### config.mk
export PLATFORM = sky130hd
export DESIGN_NAME = programmable_interval_timer
export DESIGN_NICKNAME = d
export VERILOG_FILES = /design/src/rtl/interval_timer_pkg.sv /design/src/rtl/programmable_interval_timer.sv
export SDC_FILE = /design/constraint.sdc
export NUM_CORES = 1
export LEC_CHECK = 0
export ABC_AREA = 1
export BUFFER_PORTS_ARGS = -buffer_cell sky130_fd_sc_hd__buf_2
export CORE_UTILIZATION = 62
export CTS_BUF_LIST = sky130_fd_sc_hd__clkbuf_16
export DETAILED_ROUTE_END_ITERATION = 6
export GPL_TIMING_DRIVEN = 0
export PLACE_DENSITY = 0.95
export RECOVER_POWER = 100
export SLEW_MARGIN = 20
export SYNTH_ARGS = -nofsm -noshare
export SYNTH_HDL_FRONTEND = slang
export SYNTH_SLANG_ARGS = --single-unit
### constraint.sdc
create_clock -name ref_clk -period 1.9 [get_ports ref_clk]
set_input_delay 0.285 -clock ref_clk [delete_from_list [all_inputs] [get_ports ref_clk]]
set_output_delay 0.285 -clock ref_clk [all_outputs]
set_load 0.02 [all_outputs]
### src/rtl/interval_timer_pkg.sv
package interval_timer_pkg;

  // Counter width and the time base period in clock cycles.
  localparam int unsigned COUNT_WIDTH      = 8;
  localparam int unsigned CLK_PERIOD_NS    = 10;
  localparam int unsigned TICK_LOW_MIN_NS  = 500;
  localparam int unsigned TICK_LOW_CYCLES  =
    (TICK_LOW_MIN_NS + CLK_PERIOD_NS - 1) / CLK_PERIOD_NS + 1;
  localparam int unsigned PERIOD_DEFAULT   = 200;
  localparam logic [COUNT_WIDTH-1:0] COUNT_RESET = 8'h00;
  localparam logic [15:0] PHASE_RESET = 16'h0000;

  typedef enum logic [0:0] {
    ST_IDLE,
    ST_RUN
  } timer_state_e;

  // One open-drain pin seen from inside the design.
  typedef struct packed {
    logic drive;
    logic level;
  } od_pin_s;

endpackage : interval_timer_pkg

### src/rtl/programmable_interval_timer.sv
`timescale 1ns/1ps

// Summary of operation
// - Outputs float after power-up until triggered.
// - Rising trigger edge starts a timing cycle.
// - Trigger starts time base, clears counter.
// - Each tick advances the 8-bit counter.
// - Rising master reset edge ends cycle.
// - Triggers ignored while a cycle runs.
// - Simultaneous trigger and reset: trigger wins in reset state, reset wins while a cycle runs.
// - Reset state stops base, floats outputs.
// - Without feedback the counter wraps forever.
// - Counter steps on tick pin falling edge.
// - Tick pin held low freezes the counter.
// - Tick pin pulses low once per period.
// - Internal tick low pulse exceeds 500 ns.
// - Tick pin accepts an external clock.
// - Timing pin low disables internal ticks.
// - Delay of 1 to 255 by joined outputs.
// - Count outputs are open-drain active low.
// - Joined bus low for more than N-1 and at most N periods.
module programmable_interval_timer #(
  parameter int unsigned PERIOD_CYCLES = interval_timer_pkg::PERIOD_DEFAULT
) (
  input  wire logic       ref_clk,
  input  wire logic       arst_n,
  input  wire logic       trigger_in,
  input  wire logic       master_reset_in,
  input  wire logic       timing_net_in,
  input  wire logic       tick_in,
  output logic            tick_out_n,
  output logic            tick_oe,
  output logic [7:0]      count_out_n,
  output logic [7:0]      count_oe
);

  localparam int unsigned W = interval_timer_pkg::COUNT_WIDTH;

  logic [2:0]     trigSync;
  logic [2:0]     mrSync;
  logic [2:0]     tickSync;
  logic [1:0]     netSync;
  logic           trigRise;
  logic           mrRise;
  logic           tickFall;
  logic           running;
  logic           baseOn;
  interval_timer_pkg::timer_state_e state_reg;
  interval_timer_pkg::timer_state_e state_next;
  logic [15:0]    phase_reg;
  logic           lowPhase;
  logic [W-1:0]   count_reg;
  logic [W-1:0]   count_next;
  logic [15:0]    lowRun_reg;
  interval_timer_pkg::od_pin_s tickPin_reg;

  always_ff @(posedge ref_clk or negedge arst_n) begin
    if (!arst_n) begin
      trigSync <= 3'h0;
      mrSync   <= 3'h0;
      tickSync <= 3'h7;
      netSync  <= 2'h3;
    end else begin
      trigSync <= {trigSync[1:0], trigger_in};
      mrSync   <= {mrSync[1:0], master_reset_in};
      tickSync <= {tickSync[1:0], tick_in};
      netSync  <= {netSync[0], timing_net_in};
    end
  end

  assign trigRise = trigSync[1] & ~trigSync[2];
  assign mrRise   = mrSync[1] & ~mrSync[2];
  assign tickFall = ~tickSync[1] & tickSync[2];
  assign running  = (state_reg == interval_timer_pkg::ST_RUN);
  assign baseOn   = netSync[1];

  always_comb begin
    state_next = state_reg;
    case (state_reg)
      interval_timer_pkg::ST_IDLE: begin
        if (trigRise) begin
          state_next = interval_timer_pkg::ST_RUN;
        end
      end
      interval_timer_pkg::ST_RUN: begin
        if (mrRise) begin
          state_next = interval_timer_pkg::ST_IDLE;
        end
      end
      default: state_next = interval_timer_pkg::ST_IDLE;
    endcase
  end

  always_ff @(posedge ref_clk or negedge arst_n) begin
    if (!arst_n) begin
      state_reg <= interval_timer_pkg::ST_IDLE;
    end else begin
      state_reg <= state_next;
    end
  end

  // period counter for the time base
  always_ff @(posedge ref_clk or negedge arst_n) begin
    if (!arst_n) begin
      phase_reg <= interval_timer_pkg::PHASE_RESET;
    end else if (!running || !baseOn || state_next != state_reg) begin
      phase_reg <= interval_timer_pkg::PHASE_RESET;
    end else if (phase_reg == 16'(PERIOD_CYCLES - 1)) begin
      phase_reg <= interval_timer_pkg::PHASE_RESET;
    end else begin
      phase_reg <= phase_reg + 16'h0001;
    end
  end

  // low phase lasts more than 500 ns
  assign lowPhase = (phase_reg >=
    16'(PERIOD_CYCLES - interval_timer_pkg::TICK_LOW_CYCLES));

  // drive tick pin low in low phase
  // otherwise released for an external clock
  always_ff @(posedge ref_clk or negedge arst_n) begin
    if (!arst_n) begin
      tickPin_reg <= '{drive: 1'b0, level: 1'b1};
    end else begin
      tickPin_reg.drive <= running && baseOn && lowPhase &&
                           state_next == state_reg;
      tickPin_reg.level <= 1'b0;
    end
  end
  assign tick_oe    = tickPin_reg.drive;
  assign tick_out_n = tickPin_reg.level;

  // a held-low pin gives no edge
  always_comb begin
    count_next = count_reg;
    if (state_next != interval_timer_pkg::ST_RUN || !running) begin
      count_next = interval_timer_pkg::COUNT_RESET;
    end else if (tickFall && !mrRise) begin
      count_next = count_reg + 8'h01;
    end
  end

  always_ff @(posedge ref_clk or negedge arst_n) begin
    if (!arst_n) begin
      count_reg <= interval_timer_pkg::COUNT_RESET;
    end else begin
      count_reg <= count_next;
    end
  end

  always_ff @(posedge ref_clk or negedge arst_n) begin
    if (!arst_n) begin
      lowRun_reg <= interval_timer_pkg::PHASE_RESET;
    end else if (tick_oe) begin
      lowRun_reg <= lowRun_reg + 16'h0001;
    end else begin
      lowRun_reg <= interval_timer_pkg::PHASE_RESET;
    end
  end

  // open-drain stages, low when bit zero
  genvar k;
  generate
    for (k = 0; k < W; k++) begin : g_out
      logic drive_reg;
      logic level_reg;
      always_ff @(posedge ref_clk or negedge arst_n) begin
        if (!arst_n) begin
          drive_reg <= 1'b0;
        end else begin
          drive_reg <= (state_next == interval_timer_pkg::ST_RUN) &&
                       !count_next[k];
        end
      end
      always_ff @(posedge ref_clk or negedge arst_n) begin
        if (!arst_n) begin
          level_reg <= 1'b0;
        end else begin
          level_reg <= 1'b0;
        end
      end
      assign count_oe[k]    = drive_reg;
      assign count_out_n[k] = level_reg;
    end
  endgenerate
endmodule // programmable_interval_timer

==> impl_results.md, run 1 <==
- CP max FO: 6
- Synth top area share: 0.450
- Post-detail-place hpwl: 2650 um
- Layout cells sized above 1: 0.145
- Vias per inst: 5.06
- Clk_lat worst skew: 0.29 ns
- Cell taking the most area after synthesis: dfrtp_1
- Clk network pwr share: 0.396
- Worst Skew: 0.00426 ns
- Antenna Nets Post-Route: 0
- Post-Syn Area: 2220 um^2
- Arrival time worst endpoint: 1.81 ns
- Routed WL per cell: 11.8 um
- Die width: 61.9 um
- Cell Rows: 21
- Final min period: 1.60 ns
- Logic pwr share: 0.121
- Switching share of power: 0.261
- Post-route DRC violation count: 0
- Cts repair resizes: 0
- Min-Delay Path Class: input pin to register
- RSZ-0062 raised after global routing: false
- CP Class: register to register
- Total GRT Usage: 0.240
- Hold buffers post-CTS: 0
- CTS Buf Count: 5
- Vias: 1,694
- Setup-failing EPs final: 0
- Final wirelength: 3950 um
- Vias in the first global route: 1,522
- Power per Cell Area: 876 nW/um^2
- Synth warn: 0
- Fin. Hold Viols: 0
- TritonRoute pass-1 iters: 4
- GRT Residual Overflow: 0
- Share of power burned in registers: 0.483
- Placement Cell Area: 2380 um^2
- Clock slew at reported path FFs: 0.06 ns
- Final Wtd Congestion: 0.859
- Sw power: 0.575 mW
- Leakage: 1.28 nW
- Fmax: 626 MHz
- Bufs on Longest Clock Path: 2
- H-tree levels: 2
- CTS Root Cell: clkbuf_16
- Max FFs per register: 16
- Area Overhead vs Synth: 13.1%
- Status: finished, final reports clean
- Design Power: 2.20 mW
- Startpoint type of the worst setup path: register
- Seq/Total Area, Yosys: 0.521
- Final Instance Area: 2510 um^2
- CP required: 2.12 ns
- Worst setup EP type: register
- Initial core utilization: 0.656
- Largest net degree at the start of global routing: 47
- Mean Syn Cell Area: 8.61 um^2
- Setup_tns: 0 ns
- # diodes: 0
- Clk sinks: 46
- First-pass GRT wire length: 6410 um
- Initial antenna violation count: 0
- Largest cells by area after synthesis: dfrtp_1 (45%), nand2_1 (9.0%), dfstp_2 (7.1%)
- Die Area: 3830 um^2
- Max-slew violations: 0
- Number of synthesized register bits: 46
- Int Pwr: 1.63 mW
- Port bufs: 15
- 1st-iter DRT viols: 94
- Postcts setup bufs: 0
- Core area: 3390 um^2
- CTS tree: built
- Syn Inst Count: 258
- I/O pin count: 24
- Slew headroom: 0.296
- Peak supply drop: 0.752 mV
- Die height: 61.9 um
- Worst-Margin Slew: 1.06 ns
- Final period utilization: 0.840
- Final #Nets: 298
- Count of different cell masters after synthesis: 30
- Max-cap violations: 0
## power by group through the flow
stage / Clock, mW / Sequential (mW) / Combinational [mW]
after floorplan: 0 / 1.08 / 0.199
after global placement: 0 / 1.08 / 0.270
after detailed placement: 0 / 1.08 / 0.278
after CTS: 0.890 / 1.06 / 0.279
after global routing: 0.924 / 1.07 / 0.304
final: 0.873 / 1.06 / 0.267
## critical path: stages (launching register included)
cell,delay [ns]
dfrtp_1,0.43
ha_1,0.23
nand2_1,0.12
inv_1,0.08
nand2_1,0.23
clkinv_1,0.18
nand3_1,0.10
nand2_1,0.05
a21oi_1,0.10
## layout by cell type, fill, tap and decap left out
cell and count:
nand4_1 4, nor3_2 1, nor2_4 1, a21oi_1 10
nand3b_1 1, nand2_4 1, inv_1 37, dfstp_2 5
clkinv_1 1, nand3_1 15, nor3_1 6, ha_1 4
buf_2 5, xor2_1 6, clkbuf_16 5, o211ai_1 1
nor3b_1 1, inv_6 1, nor2_2 1, dfrtp_1 40
clkbuf_2 1, o21ai_0 3, conb_1 9, nor2_8 1
nand2_1 55, buf_4 16, clkinvlp_4 1, clkinv_4 1
xnor2_1 2, nor2_1 40, dfstp_1 1, a31oi_1 1
nand2_2 1, clkbuf_1 10, nor3_4 1
## metal layers
layer  share of wire  up-vias  GRT usage  routed length, um
li1                -      831          -                  -
met1            0.40      807      0.278               1600
met2            0.53       49      0.416               2090
met3           0.053        7     0.0807                209
met4           0.013        0     0.0889                 53
met5               0        -          0                  0
## Yosys cell counts (all sizes together)
| cell | count |
|---|---|
| nand2 | 57 |
| nor2 | 43 |
| dfrtp | 40 |
| inv | 37 |
| buf | 17 |
| nand3 | 15 |
| a21oi | 10 |
| nor3 | 8 |
| dfstp | 6 |
| xor2 | 6 |
| ha | 4 |
| nand4 | 4 |
| o21ai | 3 |
| xnor2 | 2 |
| a31oi | 1 |
| clkinv | 1 |
| conb | 1 |
| nand3b | 1 |
| nor3b | 1 |
| o211ai | 1 |
## cell type report
cell class	instances	area [um^2]
inverters	38	143
well taps	46	57.6
flip-flops and latches	46	1160
repair buffers	15	62.6
plain buffers	17	125
fillers	241	877
clock buffers	5	125
multi-input cells	165	816
clock inverters	3	25.0
## path summary, 6_finish.rpt
path,slack (ns),end,startpoint,cells after the start
max,0.30,phase_reg[14]$_DFF_PN0_,phase_reg[0]$_DFF_PN0_,8
min in group asynchronous,0.17,g_out[6].drive_reg$_DFF_PN0_,arst_n,1
max reg2reg,0.30,phase_reg[14]$_DFF_PN0_,phase_reg[0]$_DFF_PN0_,8
min reg2reg,0.36,mrSync[1]$_DFF_PN0_,mrSync[0]$_DFF_PN0_,0
min,0.09,netSync[0]$_DFF_PN1_,timing_net_in,1
max in group asynchronous,1.07,phase_reg[9]$_DFF_PN0_,arst_n,1
## per-stage QoR
stage | util | worst slack [ns] | cells | hold slack, ns
3_3_place_gp | 0.704 | 0.470 | 327 | 0.332
2_1_floorplan | - | 0.599 | 266 | -0.0106
5_1_grt | 0.741 | 0.184 | 335 | 0.0812
6_report | 0.741 | 0.304 | 335 | 0.0889
3_5_place_dp | 0.704 | 0.420 | 327 | 0.345
4_1_cts | 0.748 | 0.411 | 335 | 0.0837
## kinds of logic (layout without fill, tap and decap cells)
group	count (synthesis)	count (layout)	share of synthesized area
buffers and inverters	55	78	0.120
adders and majority gates	4	4	0.0225
other	1	9	0.00169
DFF	46	46	0.521
and+or+nand+nor	129	129	0.267
xor gates and xnor gates	8	8	0.0315
AOI/OAI and AO/OA	15	15	0.0355
Power figures use the tool's default switching activity.
==> inputs of run 2 (changes only) <==
- CORE_UTILIZATION: 62 -> 52
- PLACE_DENSITY: 0.95 -> 0.86
- clock period: 1.9 -> 1.45 ns (I/O delays scaled with it)
==> impl_results.md, run 2 (same netlist as run 1, synthesis figures left out) <==
- Routed WL per cell: 11.7 um
- Die width: 67.4 um
- Total length of routed met2 wires: 2050 um
- Cell Rows: 23
- Worst-Margin Slew: 0.695 ns
- Final period utilization: 0.988
- Worst setup EP type: register
- Switching share of power: 0.259
- Final Wtd Congestion: 0.907
- Worst r2r dst: g_out[5].drive_reg$_DFF_PN0_
- TritonRoute pass-1 iters: 4
- Slew headroom: 0.536
- CP max FO: 6
- CTS tree: built
- Setup-failing EPs final: 0
- I/O pin count: 24
- # diodes: 0
- Max-cap violations: 0
- Metal3 WL: 165 um
- Clk_lat worst skew: 0.29 ns
- Sw power: 0.747 mW
- Area Overhead vs Synth: 16.0%
- Total GRT Usage: 0.196
- 1st-iter DRT viols: 103
- CP required: 1.63 ns
- Power per Cell Area: 1120 nW/um^2
- First-pass GRT wire length: 6550 um
- Core area: 4060 um^2
- Layout cells sized above 1: 0.182
- Port bufs: 15
- R2R depth: 9
- Die height: 67.4 um
- GRT Residual Overflow: 0
- Min-Delay Path Class: input pin to register
- Max FFs per register: 16
- Design Power: 2.88 mW
- Peak supply drop: 0.816 mV
- Vias per inst: 4.83
- Initial antenna violation count: 0
- Post-route DRC violation count: 0
- CTS Buf Count: 5
- Layout Cells excl Fill: 342
- RSZ-0062 raised after global routing: true
- CP Class: register to register
- Worst reg-to-reg setup slack: 0.02 ns
- H-tree levels: 2
- Post-detail-place hpwl: 2610 um
- Commonest non-fill, non-tap cells in the layout: nand2_1 (50), dfrtp_1 (40), nor2_1 (37), inv_1 (36), buf_4 (17)
- Hold-critical path endpoint: netSync[0]$_DFF_PN1_
- RR Startpoint: tickSync[2]$_DFF_PN1_
- Fmax: 698 MHz
- Startpoint type of the worst setup path: register
- Vias in the first global route: 1,589
- Antenna Nets Post-Route: 0
- Largest net degree at the start of global routing: 47
- Clock slew at reported path FFs: 0.06 ns
- Most common cell after layout, fill and taps aside: nand2_1
- Fin. Hold Viols: 0
- Hold_sp: timing_net_in
- Max-slew violations: 0
- Final #Nets: 301
- Bufs on Longest Clock Path: 2
- Int Pwr: 2.13 mW
- Share of power burned in registers: 0.484
- Status: finished, final reports clean
- Final worst slack: 0.0174 ns
- Logic pwr share: 0.128
- Dpl ws: -0.0422 ns
- Clk network pwr share: 0.388
- DR top layer: met4
- Placed insts: 331
- Clk sinks: 46
- CTS Root Cell: clkbuf_16
- Die Area: 4540 um^2
- Vias: 1,651
- Hold depth: 1
- Final wirelength: 3990 um
- Arrival time worst endpoint: 1.61 ns
- Metal1 wirelength: 1730 um
- Initial core utilization: 0.548
- Leakage: 1.31 nW
- Final min period: 1.43 ns
- Worst Skew: 0.00679 ns
run 2: per-layer routing:
| layer | vias to the layer above | global-route usage |
|---|---|---|
| met1 | 767 | 0.217 |
| met2 | 41 | 0.333 |
| li1 | 839 | - |
| met5 | - | 0 |
| met4 | 0 | 0.112 |
| met3 | 4 | 0.0591 |
run 2: metrics by stage:
| stage | TNS [ns] | utilization | hold WS [ns] | instance area (um^2) |
|---|---|---|---|---|
| after floorplan | 0 | - | -0.0781 | 2250 |
| after global placement | 0 | 0.589 | 0.323 | 2390 |
| after detailed placement | -0.0422 | 0.589 | 0.324 | 2390 |
| after CTS | 0 | 0.626 | 0.0235 | 2540 |
| after global routing | -0.260 | 0.636 | 0.0250 | 2580 |
| final | 0 | 0.636 | 0.0286 | 2580 |
run 2: power by group through the flow:
stage	Sequential (mW)	Combinational (mW)	Clock, mW
3_5_place_dp	1.42	0.365	0
3_3_place_gp	1.41	0.358	0
2_1_floorplan	1.41	0.260	0
6_report	1.39	0.368	1.12
4_1_cts	1.39	0.369	1.13
5_1_grt	1.40	0.417	1.17
run 2: worst max-delay path, cell delays in order (launching register included):
cell and delay [ns]:
dfstp_2 0.53, inv_1 0.04, nor2_1 0.12, nand2_2 0.14, nor2_4 0.17, nand2_1 0.06, nand2_1 0.06, nand3_1 0.09
nand2_1 0.07, inv_1 0.04
run 2: final cells by class:
class | count | area (um^2)
Clock buffer | 5 | 125
Tap cell | 50 | 62.6
Buffer | 17 | 128
Clock inverter | 3 | 21.3
Fill cell | 319 | 1480
Timing Repair Buffer | 18 | 90.1
Sequential cell | 46 | 1160
Inverter | 38 | 143
Multi-Input combinational cell | 165 | 851
run 2: how the worst max path moves through the flow:
stage                                       from                            to  cells past startpoint
after detailed placement   tickSync[2]$_DFF_PN1_  g_out[5].drive_reg$_DFF_PN0_                      9
final                      tickSync[2]$_DFF_PN1_  g_out[5].drive_reg$_DFF_PN0_                      9
after global placement     tickSync[2]$_DFF_PN1_  g_out[5].drive_reg$_DFF_PN0_                      9
after floorplan           phase_reg[0]$_DFF_PN0_       phase_reg[10]$_DFF_PN0_                      8
after CTS                 phase_reg[0]$_DFF_PN0_       phase_reg[14]$_DFF_PN0_                      8
after global routing      phase_reg[0]$_DFF_PN0_       phase_reg[12]$_DFF_PN0_                      9
run 2: what timing repair did:
item	4_1_cts	5_1_grt
pin swaps	1	0
gates cloned	0	0
endpoints found under the hold margin	0	11
hold buffers	0	1
setup buffers	0	1
gates resized for setup	2	10
setup endpoints to repair	1	17
